### config.mk
export PLATFORM = sky130hd
export DESIGN_NAME = dsts_debug_port
export DESIGN_NICKNAME = d
export VERILOG_FILES = /design/src/design/dsts_pkg.sv /design/src/design/dsts_timeout_counter.sv /design/src/design/dsts_debug_port.sv
export SDC_FILE = /design/constraint.sdc
export NUM_CORES = 1
export LEC_CHECK = 0
export BUFFER_PORTS_ARGS = -buffer_cell sky130_fd_sc_hd__clkbuf_2
export CAP_MARGIN = 20
export CELL_PAD_IN_SITES_DETAIL_PLACEMENT = 1
export CELL_PAD_IN_SITES_GLOBAL_PLACEMENT = 1
export CORE_MARGIN = 2
export CORE_UTILIZATION = 32
export CTS_BUF_LIST = sky130_fd_sc_hd__clkbuf_2 sky130_fd_sc_hd__clkbuf_4 sky130_fd_sc_hd__clkbuf_8
export DETAILED_ROUTE_END_ITERATION = 8
export HOLD_SLACK_MARGIN = 0.03
export PLACE_DENSITY_LB_ADDON = 0.1
export RECOVER_POWER = 50
export SETUP_SLACK_MARGIN = 0.05
export SYNTH_ARGS = -nofsm -noshare
export SYNTH_HDL_FRONTEND = slang
export SYNTH_SLANG_ARGS = --single-unit
### constraint.sdc
create_clock -name clk -period 1.85 [get_ports clk]
set_clock_uncertainty 0.2 [all_clocks]
set_input_delay 0.2775 -clock clk [delete_from_list [all_inputs] [get_ports clk]]
set_output_delay 0.2775 -clock clk [all_outputs]
set_load 0.05 [all_outputs]
### src/design/dsts_pkg.sv
// Shared constants and carrier types for the debug serial timeout and status block.
// What this block does
// - No handshake: uncollected read dropped after 512 clocks
// - Timed-out read data no longer offered
// - Handshake enabled: timeout suspended awaiting read data
// - Handshake pulse re-arms 512-clock collection timeout
// - Falling edge after timeout starts new frame
// - Partial transfer dropped after 512 clocks between edges
// - Port unusable while wait mode gates clocks
// - Wait clock restart: soft reset, handshake off
// - Stop mode: port down; restart resets, handshake off
// - Active flag: hardware sets, lookup table clears
// - Clock select written only by debug writes
// - Special single-chip: enable flag reads set when allowed
// - Special single-chip: unsecured flag equals secured-and-erased
// - Status register readable in every mode
package dsts_pkg;

   // ----------------------------------------------------------------
   // Register map
   // ----------------------------------------------------------------
   localparam logic [15:0] STATUS_ADDR = 16'hFF01;
   localparam int ENABLE_BIT = 7;
   localparam int ACTIVE_BIT = 6;
   localparam int CLKSEL_BIT = 2;
   localparam int UNSECURED_FLAG_BIT = 1;
   localparam logic STATUS_RESET_BIT = 1'b0;
   localparam logic [7:0] UNMAPPED_READ = 8'h00;

   // ----------------------------------------------------------------
   // Timing counts
   // ----------------------------------------------------------------
   localparam int TIMEOUT_SERIAL_CYCLES = 512;
   localparam int SERIAL_CLOCK_DIVIDE = 1;
   localparam int ACK_LOW_SERIAL_CYCLES = 16;

   // ----------------------------------------------------------------
   // Types
   // ----------------------------------------------------------------
   typedef enum logic [1:0] {
      SRC_HW_CMD,
      SRC_FW_WRITE,
      SRC_FW_LOOKUP,
      SRC_OTHER
   } dsts_source_e;

   typedef enum logic [2:0] {
      XFER_IDLE,
      XFER_RX_CMD,
      XFER_WAIT_DATA,
      XFER_DATA_READY,
      XFER_TX_DATA
   } dsts_xfer_e;

   typedef struct packed {
      logic write;
      logic read;
      dsts_source_e source;
      logic [15:0] addr;
      logic [7:0] wrData;
   } dsts_reg_req_s;

   typedef struct packed {
      logic valid;
      logic [7:0] data;
   } dsts_reg_rsp_s;

   typedef struct packed {
      logic cmdDone;
      logic cmdIsRead;
      logic dataReady;
      logic dataDone;
      logic ackOnCmd;
      logic ackOffCmd;
   } dsts_serial_ev_s;

endpackage

### src/design/dsts_timeout_counter.sv
// Serial clock timeout counter that pulses after each run of LIMIT uninterrupted serial clocks, then wraps to zero and keeps counting.
`timescale 1ns/10ps
module dsts_timeout_counter #(
   parameter int LIMIT = dsts_pkg::TIMEOUT_SERIAL_CYCLES
) (
   input wire logic clk,
   input wire logic reset,
   input wire logic serialTick,
   input wire logic run,
   input wire logic restart,
   output logic expired
);

   localparam int CW = $clog2(LIMIT);
   localparam logic [CW-1:0] LAST = CW'(LIMIT - 1);

   typedef struct packed {
      logic [CW-1:0] count;
      logic fired;
   } dsts_tmo_state_s;

   dsts_tmo_state_s state;
   dsts_tmo_state_s next_state;

   // ----------------------------------------------------------------
   // Counting
   // ----------------------------------------------------------------
   always_comb begin
      next_state = state;
      next_state.fired = 1'b0;
      if (restart || !run) begin
         // A stalled counter keeps no stale count, so every arm starts a full window.
         next_state.count = '0;
      end else if (serialTick) begin
         if (state.count == LAST) begin
            next_state.count = '0;
            next_state.fired = 1'b1;
         end else begin
            next_state.count = state.count + 1'b1;
         end
      end
   end

   always_ff @(posedge clk) begin
      if (reset) begin
         state <= '0;
      end else begin
         state <= next_state;
      end
   end

   assign expired = state.fired;

endmodule

### src/design/dsts_debug_port.sv
// Debug port transfer supervisor: serial timeout, handshake pulse, low-power recovery and status register.
`timescale 1ns/10ps
module dsts_debug_port #(
   parameter int TIMEOUT_CYCLES = dsts_pkg::TIMEOUT_SERIAL_CYCLES,
   parameter int SERIAL_DIV = dsts_pkg::SERIAL_CLOCK_DIVIDE,
   parameter int ACK_LOW_CYCLES = dsts_pkg::ACK_LOW_SERIAL_CYCLES
) (
   input wire logic clk,
   input wire logic reset,
   input wire logic bgPinIn,
   output logic bgPinOut,
   output logic bgPinOe,
   input wire dsts_pkg::dsts_serial_ev_s serialEv,
   input wire dsts_pkg::dsts_reg_req_s regReq,
   output dsts_pkg::dsts_reg_rsp_s regRsp,
   input wire logic bdmEntry,
   input wire logic portClockGated,
   input wire logic stopMode,
   input wire logic specialSingleChip,
   input wire logic secured,
   input wire logic fullyErased,
   output logic serialTick,
   output logic softReset,
   output logic frameStart,
   output logic dataOffered,
   output logic ackPulse,
   output logic ackEnabled,
   output logic portUsable,
   output logic activeFlag,
   output logic clockSelect,
   output logic enableFlag,
   output logic unsecuredFlag
);

   localparam int DW = (SERIAL_DIV > 1) ? $clog2(SERIAL_DIV) : 1;
   localparam logic [DW-1:0] DIV_LAST = DW'(SERIAL_DIV - 1);
   localparam int AW = $clog2(ACK_LOW_CYCLES + 1);
   localparam logic [AW-1:0] ACK_LOAD = AW'(ACK_LOW_CYCLES);

   typedef struct packed {
      dsts_pkg::dsts_xfer_e xfer;
      logic [DW-1:0] div;
      logic tick;
      logic pinLast;
      logic haltedLast;
      logic ackOn;
      logic [AW-1:0] ackLow;
      logic ackPulse;
      logic softReset;
      logic frameStart;
      logic strapDone;
      logic active;
      logic clkSel;
      logic enable;
      dsts_pkg::dsts_reg_rsp_s rsp;
   } dsts_port_state_s;

   dsts_port_state_s state;
   dsts_port_state_s next_state;

   logic halted;
   logic pinFall;
   logic expired;
   logic tmoRun;
   logic tmoRestart;
   logic unsecNow;
   logic regHit;

   // ----------------------------------------------------------------
   // Helpers
   // ----------------------------------------------------------------
   function automatic logic debugWriter(input dsts_pkg::dsts_source_e src);
      debugWriter = (src == dsts_pkg::SRC_HW_CMD) || (src == dsts_pkg::SRC_FW_WRITE);
   endfunction

   function automatic logic [7:0] statusByte(input logic en, input logic act, input logic cs, input logic un);
      logic [7:0] b;
      b = '0;
      b[dsts_pkg::ENABLE_BIT] = en;
      b[dsts_pkg::ACTIVE_BIT] = act;
      b[dsts_pkg::CLKSEL_BIT] = cs;
      b[dsts_pkg::UNSECURED_FLAG_BIT] = un;
      statusByte = b;
   endfunction

   // ----------------------------------------------------------------
   // Timeout
   // ----------------------------------------------------------------
   // Gated clocks freeze the transfer logic; no host pin edge or serial command is seen, though status register accesses still are.
   assign halted = portClockGated || stopMode;
   // The low phase of our own handshake pulse must not be taken for a host edge.
   assign pinFall = !halted && state.pinLast && !bgPinIn && state.ackLow == '0;

   // The wait for read data is exempt only while the handshake is on.
   always_comb begin
      tmoRun = !halted;
      unique case (state.xfer)
         dsts_pkg::XFER_IDLE: tmoRun = 1'b0;
         dsts_pkg::XFER_WAIT_DATA: tmoRun = !halted && !state.ackOn;
         default: tmoRun = !halted;
      endcase
   end

   assign tmoRestart = pinFall || state.ackPulse;

   dsts_timeout_counter #(
      .LIMIT(TIMEOUT_CYCLES)
   ) u_timeout (
      .clk(clk),
      .reset(reset),
      .serialTick(state.tick),
      .run(tmoRun),
      .restart(tmoRestart),
      .expired(expired)
   );

   assign unsecNow = specialSingleChip && secured && fullyErased;
   assign regHit = regReq.addr == dsts_pkg::STATUS_ADDR;

   // ----------------------------------------------------------------
   // Next state
   // ----------------------------------------------------------------
   always_comb begin
      next_state = state;
      next_state.softReset = 1'b0;
      next_state.frameStart = 1'b0;
      next_state.ackPulse = 1'b0;
      next_state.pinLast = bgPinIn;
      next_state.haltedLast = halted;
      next_state.tick = 1'b0;

      if (!halted) begin
         if (state.div == DIV_LAST) begin
            next_state.div = '0;
            next_state.tick = 1'b1;
         end else begin
            next_state.div = state.div + 1'b1;
         end
      end

      if (state.ackLow != '0 && state.tick && !halted) begin
         next_state.ackLow = state.ackLow - 1'b1;
      end

      if (serialEv.ackOnCmd && !halted) begin
         next_state.ackOn = 1'b1;
      end
      if (serialEv.ackOffCmd && !halted) begin
         next_state.ackOn = 1'b0;
      end

      if (halted) begin
         next_state.xfer = state.xfer;
      end else if (state.haltedLast) begin
         // Clocks back from wait or stop: drop everything and turn the handshake off.
         next_state.xfer = dsts_pkg::XFER_IDLE;
         next_state.softReset = 1'b1;
         next_state.ackOn = 1'b0;
         next_state.ackLow = '0;
      end else if (expired) begin
         next_state.xfer = dsts_pkg::XFER_IDLE;
         next_state.softReset = 1'b1;
         next_state.ackLow = '0;
         if (pinFall) begin
            next_state.xfer = dsts_pkg::XFER_RX_CMD;
            next_state.frameStart = 1'b1;
         end
      end else begin
         unique case (state.xfer)
            dsts_pkg::XFER_IDLE: begin
               if (pinFall) begin
                  next_state.xfer = dsts_pkg::XFER_RX_CMD;
                  next_state.frameStart = 1'b1;
               end
            end
            dsts_pkg::XFER_RX_CMD: begin
               if (serialEv.cmdDone) begin
                  next_state.xfer = serialEv.cmdIsRead ? dsts_pkg::XFER_WAIT_DATA : dsts_pkg::XFER_IDLE;
               end
            end
            dsts_pkg::XFER_WAIT_DATA: begin
               if (serialEv.dataReady) begin
                  next_state.xfer = dsts_pkg::XFER_DATA_READY;
                  if (state.ackOn) begin
                     next_state.ackPulse = 1'b1;
                     next_state.ackLow = ACK_LOAD;
                  end
               end
            end
            dsts_pkg::XFER_DATA_READY: begin
               if (pinFall) begin
                  next_state.xfer = dsts_pkg::XFER_TX_DATA;
               end
            end
            dsts_pkg::XFER_TX_DATA: begin
               if (serialEv.dataDone) begin
                  next_state.xfer = dsts_pkg::XFER_IDLE;
               end
            end
         endcase
      end

      // Hardware loads the enable flag from the mode and security inputs in the first cycle after reset.
      if (!state.strapDone) begin
         next_state.strapDone = 1'b1;
         next_state.enable = specialSingleChip && (!secured || fullyErased);
      end

      if (regReq.write && regHit) begin
         if (debugWriter(regReq.source)) begin
            next_state.clkSel = regReq.wrData[dsts_pkg::CLKSEL_BIT];
         end
         if (debugWriter(regReq.source) || regReq.source == dsts_pkg::SRC_FW_LOOKUP) begin
            next_state.enable = regReq.wrData[dsts_pkg::ENABLE_BIT];
         end
         if (regReq.source == dsts_pkg::SRC_FW_LOOKUP && !regReq.wrData[dsts_pkg::ACTIVE_BIT]) begin
            next_state.active = 1'b0;
         end
      end
      // Entry wins over a simultaneous exit so an entry is never lost.
      if (bdmEntry) begin
         next_state.active = 1'b1;
      end

      // Reads are answered in every mode, even with the port clocks gated.
      next_state.rsp.valid = regReq.read;
      if (regHit) begin
         next_state.rsp.data = statusByte(state.enable, state.active, state.clkSel, unsecNow);
      end else begin
         next_state.rsp.data = dsts_pkg::UNMAPPED_READ;
      end
   end

   always_ff @(posedge clk) begin
      if (reset) begin
         state <= '0;
         state.xfer <= dsts_pkg::XFER_IDLE;
         state.pinLast <= 1'b1;
         state.active <= dsts_pkg::STATUS_RESET_BIT;
         state.clkSel <= dsts_pkg::STATUS_RESET_BIT;
         state.enable <= dsts_pkg::STATUS_RESET_BIT;
      end else begin
         state <= next_state;
      end
   end

   // ----------------------------------------------------------------
   // Outputs
   // ----------------------------------------------------------------
   // Only the handshake low phase is driven here; the bit engine owns data bits.
   assign bgPinOut = 1'b0;
   assign bgPinOe = state.ackLow != '0;
   assign serialTick = state.tick;
   assign softReset = state.softReset;
   assign frameStart = state.frameStart;
   assign dataOffered = !halted && (state.xfer == dsts_pkg::XFER_DATA_READY
                                    || state.xfer == dsts_pkg::XFER_TX_DATA);
   assign ackPulse = state.ackPulse;
   assign ackEnabled = state.ackOn;
   assign portUsable = !halted;
   assign activeFlag = state.active;
   assign clockSelect = state.clkSel;
   assign enableFlag = state.enable;
   assign unsecuredFlag = unsecNow;
   assign regRsp = state.rsp;

endmodule

# Word-level counts from Yosys, hierarchy flattened
# Index checks and enable logic that the tools add are counted.
# op_classes
addsub	3
eq_ne	13
muxes	41
bitwise_logic	5
reduce_logical	42
# op_table
cell	n
$mux W3	8
$mux W1	20
$ne A4 B3 Y1 const B	5
$mux W6	3
$mux W9	2
$eq A16 B16 Y1 const B	1
$mux W5	3
$pmux W3 S5	1
$logic_and A1 B1 Y1	14
$mux W13	1
$add A9 B1 Y9 const B	1
$eq A9 B9 Y1 const B	1
$mux W8	1
$logic_or A1 B1 Y1	7
$eq A3 B2 Y1 const B	2
$logic_not A1 Y1	6
$reduce_and A6 Y1	1
$reduce_or A2 Y1	3
$reduce_or A3 Y1	2
$reduce_or A6 Y1	1
$logic_not A5 Y1	1
$not A1 Y1	5
$reduce_bool A5 Y1	1
$sub A5 B1 Y5 const B	1
other kinds (11)	13
# word_totals
regBits	39
input_bits	43
out_inout_bits	22
elab_cells	123

# Depth between registers and ports, before layout
# Gate-level depths: netlist of the first run.
# logic_depth
ltp_word	10
mapped_depth	7

# By module
# From an unflattened synthesis of the first run, not the netlist that was laid out.
# hier_totals
hier_cells	196
hier_area_um2	1773.0
# modules_own_cells
mod	n_inst	cells_per_inst	area_per_inst_um2
dsts_debug_port	1	144	1306.3
dsts_timeout_counter	1	52	466.7

# Worst setup path after synthesis of the first run
# Ideal clock, no wire load.
# synth_path
path_kind	reg-to-reg
startpoint	register state[16] (netlist bit)
endpoint	register state[28] (netlist bit)
setup_time_ps	72
arrival_time_ps	1753
required_time_ps	1578
slack_ps	-175
path_stages_with_launch	8
n_path_buf	1
period_less_slack_ps	2025
path_cell_list	dfxtp_1 > inv_1 > ha_1 > or4b_1 > buf_2 > o211ai_2 > o211a_4 > mux2i_1
# synth_between
elab_chain_cells	4
elab_cells_between_ends	5
classes_between	2 x eq/ne; 3 x reduce/logical
# synth_lines
element	line_no	source
start: declaration	dsts_debug_port.sv:58	dsts_port_state_s state;
start signal: assignment	dsts_debug_port.sv:243	state <= next_state;
$logic_not A5 Y1 (*)	dsts_debug_port.sv:92	assign pinFall = !halted && state.pinLast && !bgPinIn && state.ackLow == '0;
$logic_and A1 B1 Y1 (*)	dsts_debug_port.sv:92	
$ne A4 B3 Y1 (no line)	-	
$reduce_and A6 Y1 (no line) (*)	-	
# Every way passes the cells marked *; elsewhere a longest branch is shown, timed or not.
# A chain may end at the register's enable or synchronous reset.

# Worst setup path in the final report of the first run
# layout_path
startpoint	register state[17] (netlist bit)
endpoint	output bgPinOe
# layout_between
elab_chain_cells	1
# layout_lines
element	line_no	source
$reduce_bool A5 Y1	dsts_debug_port.sv:252	assign bgPinOe = state.ackLow != '0;
end: declaration	dsts_debug_port.sv:12	output logic bgPinOe,
# No other way between the ends.

==> key figures, run 1 <==
Run status
  – Run status: complete, but fails checks
  – Failing checks: setup timing

Critical path
  – CP Class: reg -> out
  – R2R Setup Slk: -0.07 ns
  – CP Data Arrival Time: 1.48 ns
  – RR Endpoint: u_timeout.state[6]$_SDFFE_PP0P_
  – R2r worst-path depth: 7
  – R2R Path Start: state[17]$_SDFF_PP0_
  – Crit path launch type: register
  – Critical Path RT: 1.37 ns
  – Critical path capture point type: primary output
  – CP max FO: 5

Logic synthesis
  – Cell Area, Synth: about 1700 um^2
  – Main synth FF type: dfxtp_1
  – Gate Count Post-Synth: 188
  – Synth area leaders: dfxtp_1 41%, nor2_1 6.4%, buf_4 4.5%, nand4_1 4.5%, xor2_1 3.2%
  – Async S/R FF share, synth: 0
  – Share of the synthesized area in the top cell type: 0.4121
  – Synth area leader: dfxtp_1
  – Yosys cell types: 47
  – #FFs+latches synth: 34
  – Post-synthesis sequential area ratio: 0.4121
  – Synthesized area per cell: approximately 8.8 um^2
  – Post-synth EDFFs: 0
  – Ys Warns: 0

Layout
  – Multi-input gate area: 937.1 um^2
  – Area grow syn2layout: 40.00%
  – Nets: 308
  – Fillcell total: around 630
  – Share of post-route cells with drive strength above 1: 0.3612
  – Ant. Diodes: 0
  – Fin util: 0.4586
  – Non-Filler Instances: roughly 330
  – FF/Latch Area: slightly below 700 um^2

Clock tree
  – Worst skew pair latency: 0.29 ns
  – H-tree depth: 2
  – CTS buffer count: 5
  – Root Buffer: clkbuf_8
  – CTS tree: yes
  – CTS Buffer Depth: 2
  – Clock-pin slew on the worst setup and hold paths: about 0.07 ns
  – # clock sinks: 34

Pwr
  – Peak supply drop: between 0.0002 and 0.0003 V
  – Static Leak: 0.0009493 uW
  – Pwr dens: 719.3 nW/um^2

Routing
  – Vias: about 1600
  – Starting DRT DRC Count: 29
  – Final ANT Viol Nets: 0
  – Pre-antenna DRT Iters: 4
  – DR vias/cell: ~4.7
  – Routed len/inst: about 13 um
  – WL final: approximately 4300 um
  – # DRC: 0

Timing
  – Setup TNS: -0.6760 ns
  – RSZ-0062 raised after global routing: yes
  – Final Hold Fails: 0
  – Max Freq: about 510 MHz
  – Fin worst setup slack: -0.1074 ns
  – Max_slew headroom: 0.5739
  – Fin. max-slew vios: 0
  – Worst-Margin Slew: around 0.64 ns
  – Final min period: slightly below 2 ns
  – Crit share post-route: 1.058
  – Final setup fails: 15

Placed design
  – Placed cell count: between 300 and 400
  – # port buffers: 54
  – Final HPWL from detailed placement: between 3000 and 4000 um
  – GPL Wtd Cong: ~0.77

Floorplan
  – Die ar.: between 5000 and 6000 um^2
  – Die W: between 70 and 80 um
  – Die Span Y: 75.84 um
  – Initial core utilization: 0.3275
  – Row count: 26
  – IO Count: 65
  – Core ar.: about 5000 um^2

Global route
  – Largest net degree at the start of global routing: 13
  – Vias in the first global route: approximately 1500
  – Gr ovfl total: 0
  – Initial antenna violation count: 0
  – First-pass GRT wire length: roughly 6900 um
  – Total GRT Usage: 0.1626

Hold path
  – Worst hold path endpoint: clockSelect$_SDFFE_PP0P_
  – Hold Crit Class: in -> reg
  – Worst Min Path Start: regReq[2]
  – Worst hold stages: 3

Flow run
  – Maxcap violations: 0
cells in the final DEF (no fill, tap or decap), types with 2 or more instances in the layout:
cell type      instances
nand2_1                9
buf_4                 15
inv_2                  2
or2_2                  2
dfxtp_1               30
dfxtp_2                4
nor2_1                26
inv_1                  8
mux2i_1                4
xor2_1                 6
and2_1                 4
nor2b_1                3
nor2_2                 2
a21oi_1                6
nand4_1               12
ha_1                   2
o21ai_1                3
nand2b_1               2
buf_8                  2
o21ai_0                2
nor4b_1                3
clkbuf_1              10
conb_1                 5
xnor2_1                4
clkbuf_2              46
and3_1                 3
dlygate4sd3_1          4
nor3_1                 6
clkbuf_8               5
clkbuf_4               2
power by group:
part / total [uW] / internal [uW] / leakage [uW] / switching [uW]
Combinational: 201 / 78.7 / 0.000612 / 123
Sequential: 756 / 743 / 0.000278 / 12.7
Clock: 706 / 433 / 0.0000593 / 273
area by class of cell:
| class | count | share of cell area |
|---|---|---|
| Tap cell | 70 | 0.03788 |
| Clock buffer | 7 | 0.03626 |
| Sequential cell | 34 | 0.2965 |
| Inverter | 10 | 0.01623 |
| Multi-Input combinational cell | 134 | 0.4053 |
| Timing Repair Buffer | 77 | 0.1948 |
| Clock inverter | 1 | 0.01299 |
state kept, by name, summed over array words and instances (netlist names):
signal,cells
softReset,1
serialTick,1
enableFlag,1
activeFlag,1
ackPulse,1
state,11
regRsp,5
u_timeout.expired,1
u_timeout.state,9
frameStart,1
ackEnabled,1
clockSelect,1
repair_timing:
| action | in CTS | in global routing |
|---|---|---|
| buffers inserted | 3 | 1 |
| gates resized for setup | 10 | 9 |
| endpoints found under the hold margin | 4 | 0 |
| hold buffers | 4 | 0 |
| endpoints found under the setup margin | 7 | 19 |
| pin swaps | 5 | 4 |
critical path: stages (launching register included):
cell and delay (ns):
dfxtp_2 0.32, inv_2 0.06, ha_4 0.13, or4b_4 0.51
buf_8 0.18
cell usage after synthesis (2+ instances only):
master    count
a211oi_1      2
inv_1         9
clkbuf_1      2
nor2_1       28
nor3_1        7
nor3b_1       2
or2_2         2
nand2b_1      2
xnor2_1       4
o21ai_0       2
and2_1        4
buf_4        10
nor4b_1       3
and3_1        4
or4b_1        2
nor2b_1       4
dfxtp_1      34
nand3_1       2
nand4_1      12
nand2_1       9
xor2_1        6
mux2i_1       4
a21oi_1       6
o21ai_1       3
ha_1          3
metrics by stage:
stage	hold WS, ns	total power (uW)	instance area (um^2)	setup slack (ns)
global route	0.07069	1747	2312	-0.1559
CTS	0.05908	1685	2293	-0.1474
detailed placement	0.2769	963.8	2081	-0.01136
finish	0.06205	1663	2312	-0.1074
global placement	0.2749	962.3	2081	-0.007696
floorplan	0.1841	896.8	1717	-0.06014
cell families (layout without fill, tap and decap cells):
logic type,count (synthesis),after routing,share of synthesized area
AOI/OAI and AO/OA,22,22,0.09697
xor gates and xnor gates,10,10,0.05303
adders and majority gates,3,3,0.02273
buffers and inverters,24,95,0.07802
DFF,34,34,0.4121
muxes,4,4,0.02424
other,1,5,0.002271
and+or+nand+nor,90,90,0.3106
routing by layer:
layer | track usage | vias to the layer above | wire length [um]
li1 | - | 790 | -
met4 | 0.06823 | 0 | 78
met1 | 0.1886 | 737 | 1858
met5 | 0 | - | 0
met3 | 0.04497 | 8 | 156
met2 | 0.2797 | 29 | 2240
worst max path at each step:
stage,from,to,slack [ns],cells past startpoint
floorplan,state[17]$_SDFF_PP0_,state[28]$_SDFFE_PP0P_,-0.06,7
global placement,stopMode,state[28]$_SDFFE_PP0P_,-0.008,5
detailed placement,stopMode,state[28]$_SDFFE_PP0P_,-0.01,5
CTS,state[17]$_SDFF_PP0_,bgPinOe,-0.15,4
global route,state[17]$_SDFF_PP0_,bgPinOe,-0.16,4
finish,state[17]$_SDFF_PP0_,bgPinOe,-0.11,4
(Power assumes the default switching activity.)
==> run 2: changes to the inputs <==
--- a/config.mk
+++ b/config.mk
@@ -5,6 +5,7 @@
 export SDC_FILE = /design/constraint.sdc
 export NUM_CORES = 1
 export LEC_CHECK = 0
+export ABC_AREA = 0
 export BUFFER_PORTS_ARGS = -buffer_cell sky130_fd_sc_hd__clkbuf_2
 export CAP_MARGIN = 20
 export CELL_PAD_IN_SITES_DETAIL_PLACEMENT = 1
@@ -14,7 +15,7 @@
 export CTS_BUF_LIST = sky130_fd_sc_hd__clkbuf_2 sky130_fd_sc_hd__clkbuf_4 sky130_fd_sc_hd__clkbuf_8
 export DETAILED_ROUTE_END_ITERATION = 8
 export HOLD_SLACK_MARGIN = 0.03
-export PLACE_DENSITY_LB_ADDON = 0.1
+export PLACE_DENSITY = 0.83
 export RECOVER_POWER = 50
 export SETUP_SLACK_MARGIN = 0.05
 export SYNTH_ARGS = -nofsm -noshare
==> constraint.sdc (replaced) <==
create_clock -name clk -period 1.85 [get_ports clk]
set_clock_uncertainty 0.2 [all_clocks]
set_input_delay 0.2775 -clock clk [delete_from_list [all_inputs] [get_ports clk]]
set_output_delay 0.2775 -clock clk [all_outputs]
set_load 0.01 [all_outputs]
==> key figures, run 2 (synthesis gave the netlist of run 1 again) <==
Run status
  – Failing checks: setup timing
  – Run status: complete, but fails checks

Layout
  – Ant. Diodes: 0 (unchanged)
  – Area grow syn2layout: 34.24%
  – Share of post-route cells with drive strength above 1: 0.3242 (-0.03700)
  – Most frequent cells in the layout: 43 x clkbuf_2, 31 x dfxtp_1, 27 x nor2_1
  – Max reg flops: 11 (unchanged)
  – Fillcell total: 634 (unchanged)
  – Most common cell after layout, fill and taps aside: clkbuf_2
  – Non-Filler Instances: 326 (-2.1%)
  – Nets: 301 (-2.3%)
  – Multi-input gate area: 922.1 um^2 (-1.6%)
  – FF/Latch Area: 684.4 um^2 (-0.18%)
  – Largest Register: state

Timing
  – Crit share post-route: 1.047 (-0.01149)
  – Fin Hold WS: 0.06831 ns (+0.006264 ns)
  – Max_slew headroom: 0.6346 (+0.06073)
  – Final Hold Fails: 0 (unchanged)
  – Worst-Margin Slew: 0.5481 ns (-0.09110 ns)
  – Final setup fails: 16 (+1)
  – RSZ-0062 raised after global routing: yes
  – Final min period: 1.936 ns (-0.02126 ns)
  – Max Freq: 516.5 MHz (+1.1%)
  – Fin worst setup slack: -0.08609 ns (+0.02126 ns)
  – Fin. max-slew vios: 0 (unchanged)

Routing
  – Final ANT Viol Nets: 0 (unchanged)
  – Pre-antenna DRT Iters: 4 (unchanged)
  – Vias: 1552 (-0.77%)
  – Routed len/inst: 12.79 um (-1.7%)
  – Starting DRT DRC Count: 45 (+55%)
  – WL final: 4171 um (-3.8%)
  – # DRC: 0 (unchanged)
  – DR vias/cell: 4.761 (+1.4%)

Floorplan
  – Initial core utilization: 0.3275 (unchanged)
  – Die Span Y: 75.84 um (unchanged)
  – Row count: 26 (unchanged)
  – Core ar.: 5042 um^2 (unchanged)
  – IO Count: 65 (unchanged)
  – Die W: 75.84 um (unchanged)
  – Die ar.: 5752 um^2 (unchanged)

Global route
  – First-pass GRT wire length: 6734 um (-3.0%)
  – Gr ovfl total: 0 (unchanged)
  – Initial antenna violation count: 0 (unchanged)
  – Largest net degree at the start of global routing: 13 (unchanged)
  – Total GRT Usage: 0.1556 (-0.006996)
  – Vias in the first global route: 1563 (+4.8%)

Critical path
  – Critical path capture point type: primary output
  – CP max FO: 4 (-1)
  – Crit path launch type: register
  – CP Data Arrival Time: 1.46 ns (-0.02 ns)
  – R2R Path Start: state[16]$_SDFF_PP0_
  – Setup crit start: state[16]$_SDFF_PP0_
  – CP Class: reg -> out
  – Critical Path RT: 1.37 ns (about the same)

Clock tree
  – CTS buffer count: 5 (unchanged)
  – # clock sinks: 34 (unchanged)
  – H-tree depth: 2 (unchanged)
  – Clock-pin slew on the worst setup and hold paths: 0.07 ns (about the same)
  – CTS tree: yes
  – CTS Buffer Depth: 2 (unchanged)
  – Root Buffer: clkbuf_8
  – Worst skew pair latency: 0.29 ns (about the same)

Placed design
  – Final HPWL from detailed placement: 3209 um (-2.1%)
  – GPL Wtd Cong: 0.8158 (+5.9%)
  – # port buffers: 54 (unchanged)
  – Placed cell count: 310 (-2.2%)

Flow run
  – Maxcap violations: 0 (unchanged)

Pwr
  – Pwr dens: 673.0 nW/um^2 (-6.4%)
  – Peak supply drop: 0.0003223 V (+24%)
  – Static Leak: 0.0008964 uW (-5.6%)

Hold path
  – Hold Crit Class: in -> reg
  – Worst Min Path Start: regReq[2]
[run 2: area by class of cell]
class,count,share of cell area
multi-input combinational,134,0.4159
sequential,34,0.3087
timing repair buffer,70,0.1761
clock buffer,7,0.04063
tap,70,0.03950
inverter,10,0.01693
clock inverter,1,0.002257
[run 2: through the flow]
stage | instance area, um^2 | TNS, ns | utilization | power, uW | setup WS, ns
CTS | 2233 | -0.7203 | 0.4429 | 1514 | -0.1033
detailed placement | 2026 | -0.08356 | 0.4017 | 917.3 | -0.05828
finish | 2217 | -0.7425 | 0.4397 | 1492 | -0.08609
floorplan | 1705 | -0.005036 | - | 853.3 | -0.002569
global route | 2217 | -1.813 | 0.4397 | 1556 | -0.1336
global placement | 2026 | 0 | 0.4017 | 912.4 | 0.005778
[run 2: worst max-delay path, cell delays in order (launching register included)]
cell     delay (ns)
dfxtp_2        0.32
inv_2          0.06
ha_4           0.12
or4b_4         0.51
buf_8          0.15
[run 2: per-layer routing]
| layer | vias up | GRT usage | wire length, um |
|---|---|---|---|
| met5 | - | 0 | 0 |
| met2 | 31 | 0.2854 | 2169 |
| met1 | 731 | 0.1657 | 1719 |
| met3 | 10 | 0.03968 | 208 |
| met4 | 0 | 0.07018 | 74 |
| li1 | 780 | - | - |
[run 2: timing repair]
item,in CTS,in global routing
endpoints found under the setup margin,16,20
endpoints found under the hold margin,4,0
buffers inserted,4,0
gates resized for setup,8,2
pin swaps,4,0
gates cloned,0,0
hold buffers,4,0
[run 2: power breakdown]
group          total [uW]  switching [uW]  internal (uW)
registers             756            12.8            743
clock network         587             272            315
logic                 149            76.7           72.8
total                1490             361           1130
[run 2: final timing paths]
check | depth (start not counted) | end | slack [ns]
setup / recovery | 4 | bgPinOe | -0.09
hold / removal | 3 | clockSelect$_SDFFE_PP0P_ | 0.07
setup reg to reg | 7 | u_timeout.state[6]$_SDFFE_PP0P_ | -0.08
hold reg to reg | 1 | regRsp[2]$_SDFF_PP0_ | 0.29
==> run 3: changes to the inputs <==
--- a/config.mk
+++ b/config.mk
@@ -15,9 +15,10 @@
 export CTS_BUF_LIST = sky130_fd_sc_hd__clkbuf_2 sky130_fd_sc_hd__clkbuf_4 sky130_fd_sc_hd__clkbuf_8
 export DETAILED_ROUTE_END_ITERATION = 8
 export HOLD_SLACK_MARGIN = 0.03
-export PLACE_DENSITY = 0.83
+export PLACE_DENSITY = 0.79
 export RECOVER_POWER = 50
 export SETUP_SLACK_MARGIN = 0.05
 export SYNTH_ARGS = -nofsm -noshare
 export SYNTH_HDL_FRONTEND = slang
 export SYNTH_SLANG_ARGS = --single-unit
+export TNS_END_PERCENT = 50
==> key figures, run 3 (synthesis gave the netlist of run 1 again) <==
Global route
  – Total GRT Usage: 0.1702 (+0.01463)
  – Largest net degree at the start of global routing: 13 (unchanged)
  – Initial antenna violation count: 0 (unchanged)
  – First-pass GRT wire length: 7217 um (+7.2%)
  – Gr ovfl total: 0 (unchanged)
  – Vias in the first global route: 1583 (+1.3%)

Layout
  – Ant. Diodes: 0 (unchanged)
  – Design area: 2278 um^2 (+2.8%)
  – Share of post-route cells with drive strength above 1: 0.3462 (+0.02194)
  – Most common cell after layout, fill and taps aside: clkbuf_2
  – Area grow syn2layout: 37.95%
  – Max reg flops: 11 (unchanged)
  – Non-Filler Instances: 330 (+1.2%)
  – Nets: 305 (+1.3%)
  – Most frequent cells in the layout: 38 x clkbuf_2, 29 x dfxtp_1, 24 x nor2_1
  – Largest Register: state

Clock tree
  – Root Buffer: clkbuf_8
  – Worst skew pair latency: 0.29 ns (about the same)
  – CTS Buffer Depth: 2 (unchanged)
  – Clock-pin slew on the worst setup and hold paths: 0.07 ns (about the same)
  – H-tree depth: 2 (unchanged)
  – # clock sinks: 34 (unchanged)
  – CTS tree: yes
  – CTS buffer count: 5 (unchanged)

Routing
  – # DRC: 0 (unchanged)
  – Starting DRT DRC Count: 45 (unchanged)
  – Final ANT Viol Nets: 0 (unchanged)
  – Vias: 1580 (+1.8%)
  – Pre-antenna DRT Iters: 4 (unchanged)
  – WL final: 4639 um (+11%)
  – DR vias/cell: 4.788 (+0.57%)
  – Routed len/inst: 14.06 um (+9.9%)

Run status
  – Failing checks: setup timing
  – Run status: complete, but fails checks

Placed design
  – Pre-CTS WS: -0.005372 ns (+0.05291 ns)
  – GPL Wtd Cong: 0.7856 (-3.7%)
  – # port buffers: 54 (unchanged)
  – Dpl cell area: 2043 um^2 (+0.86%)
  – Placed cell count: 313 (+0.97%)
  – Final HPWL from detailed placement: 3312 um (+3.2%)

Timing
  – Fin. max-slew vios: 0 (unchanged)
  – Setup TNS: -0.2814 ns (+0.4611 ns)
  – RSZ-0062 raised after global routing: yes
  – Final min period: 1.956 ns (+0.01975 ns)
  – Final setup fails: 6 (-10)
  – Worst-Margin Slew: 0.6138 ns (+0.06571 ns)
  – Max_slew headroom: 0.5908 (-0.04381)
  – Max Freq: 511.3 MHz (-1.0%)
  – Fin worst setup slack: -0.1058 ns (-0.01975 ns)
  – Fin Hold WS: 0.06185 ns (-0.006459 ns)
  – Final Hold Fails: 0 (unchanged)
  – Crit share post-route: 1.057 (+0.01068)

Critical path
  – CP Data Arrival Time: 1.48 ns (+0.02 ns)
  – Critical-path top delay cell: or4b_4
  – CP cell instances: inv_2 > ha_4 > or4b_4 > buf_6
  – Critical Path RT: 1.37 ns (about the same)
  – CP Class: reg -> out
  – CP max FO: 6 (+2)
  – Crit path launch type: register
  – Critical path capture point type: primary output
  – R2R Setup Slk: -0.05 ns (+0.03 ns)
  – Critical path's largest stage delay: 0.52 ns (about the same)

Flow run
  – Maxcap violations: 0 (unchanged)

Floorplan
  – Core ar.: 5042 um^2 (unchanged)
  – Initial core utilization: 0.3275 (unchanged)
  – Die W: 75.84 um (unchanged)
  – Die Span Y: 75.84 um (unchanged)
  – Die ar.: 5752 um^2 (unchanged)
  – IO Count: 65 (unchanged)
  – Row count: 26 (unchanged)

Pwr
  – Pwr dens: 657.2 nW/um^2 (-2.3%)
  – Peak supply drop: 0.0003412 V (+5.8%)
  – Static Leak: 0.0008993 uW (+0.32%)

Hold path
  – Hold Crit Class: in -> reg
[run 3: worst max-delay path: cells and delay by family (launching register included)]
kind,cells,cell delay (ns)
adders and majority gates,1,0.13
buffers and inverters,2,0.21
DFF,1,0.33
and+or+nand+nor,1,0.52
[run 3: per-layer routing]
metal  share of wire  routed length, um  GRT usage  up-vias
met5               0                  0          0        -
met4           0.023                106    0.08577        0
met3           0.033                155    0.04233        9
met2            0.53               2459     0.3017       31
met1            0.41               1917     0.1871      752
li1                -                  -          -      788
[run 3: worst paths after layout]
| kind | from | endpoint | cells past startpoint |
|---|---|---|---|
| setup / recovery | state[17]$_SDFF_PP0_ | bgPinOe | 4 |
| hold / removal | regReq[2] | clockSelect$_SDFFE_PP0P_ | 3 |
| setup reg to reg | state[17]$_SDFF_PP0_ | state[28]$_SDFFE_PP0P_ | 6 |
| hold reg to reg | enableFlag$_SDFF_PP0_ | regRsp[7]$_SDFF_PP0_ | 1 |
[run 3: area by class of cell]
type                    count  area (um^2)
fillers                   624         2764
multi-input cells         134        960.9
flip-flops and latches     34        689.4
repair buffers             74        407.9
well taps                  70        87.58
clock buffers               6        82.58
inverters                  10        37.54
clock inverters             2        12.51
[run 3: metrics by stage]
| stage | total power, uW | utilization |
|---|---|---|
| 2_1_floorplan | 852.7 | - |
| 3_3_place_gp | 914.1 | 0.4052 |
| 3_5_place_dp | 918.7 | 0.4052 |
| 4_1_cts | 1514 | 0.4402 |
| 5_1_grt | 1576 | 0.4519 |
| 6_report | 1498 | 0.4519 |
[run 3: report_power, final]
| part | total [uW] | switching, uW | internal [uW] |
|---|---|---|---|
| registers | 755 | 13.3 | 742 |
| clock network | 583 | 284 | 299 |
| logic | 159 | 82.7 | 76.2 |
| total | 1500 | 380 | 1120 |
[run 3: repair_timing]
item / in CTS / in global routing
endpoints found under the setup margin: 12 / 19
setup buffers: 2 / 3
hold buffers: 4 / 0
pin swaps: 4 / 13
resized for setup: 6 / 19
hold endpoints to repair: 4 / 0
gates cloned: 0 / 0
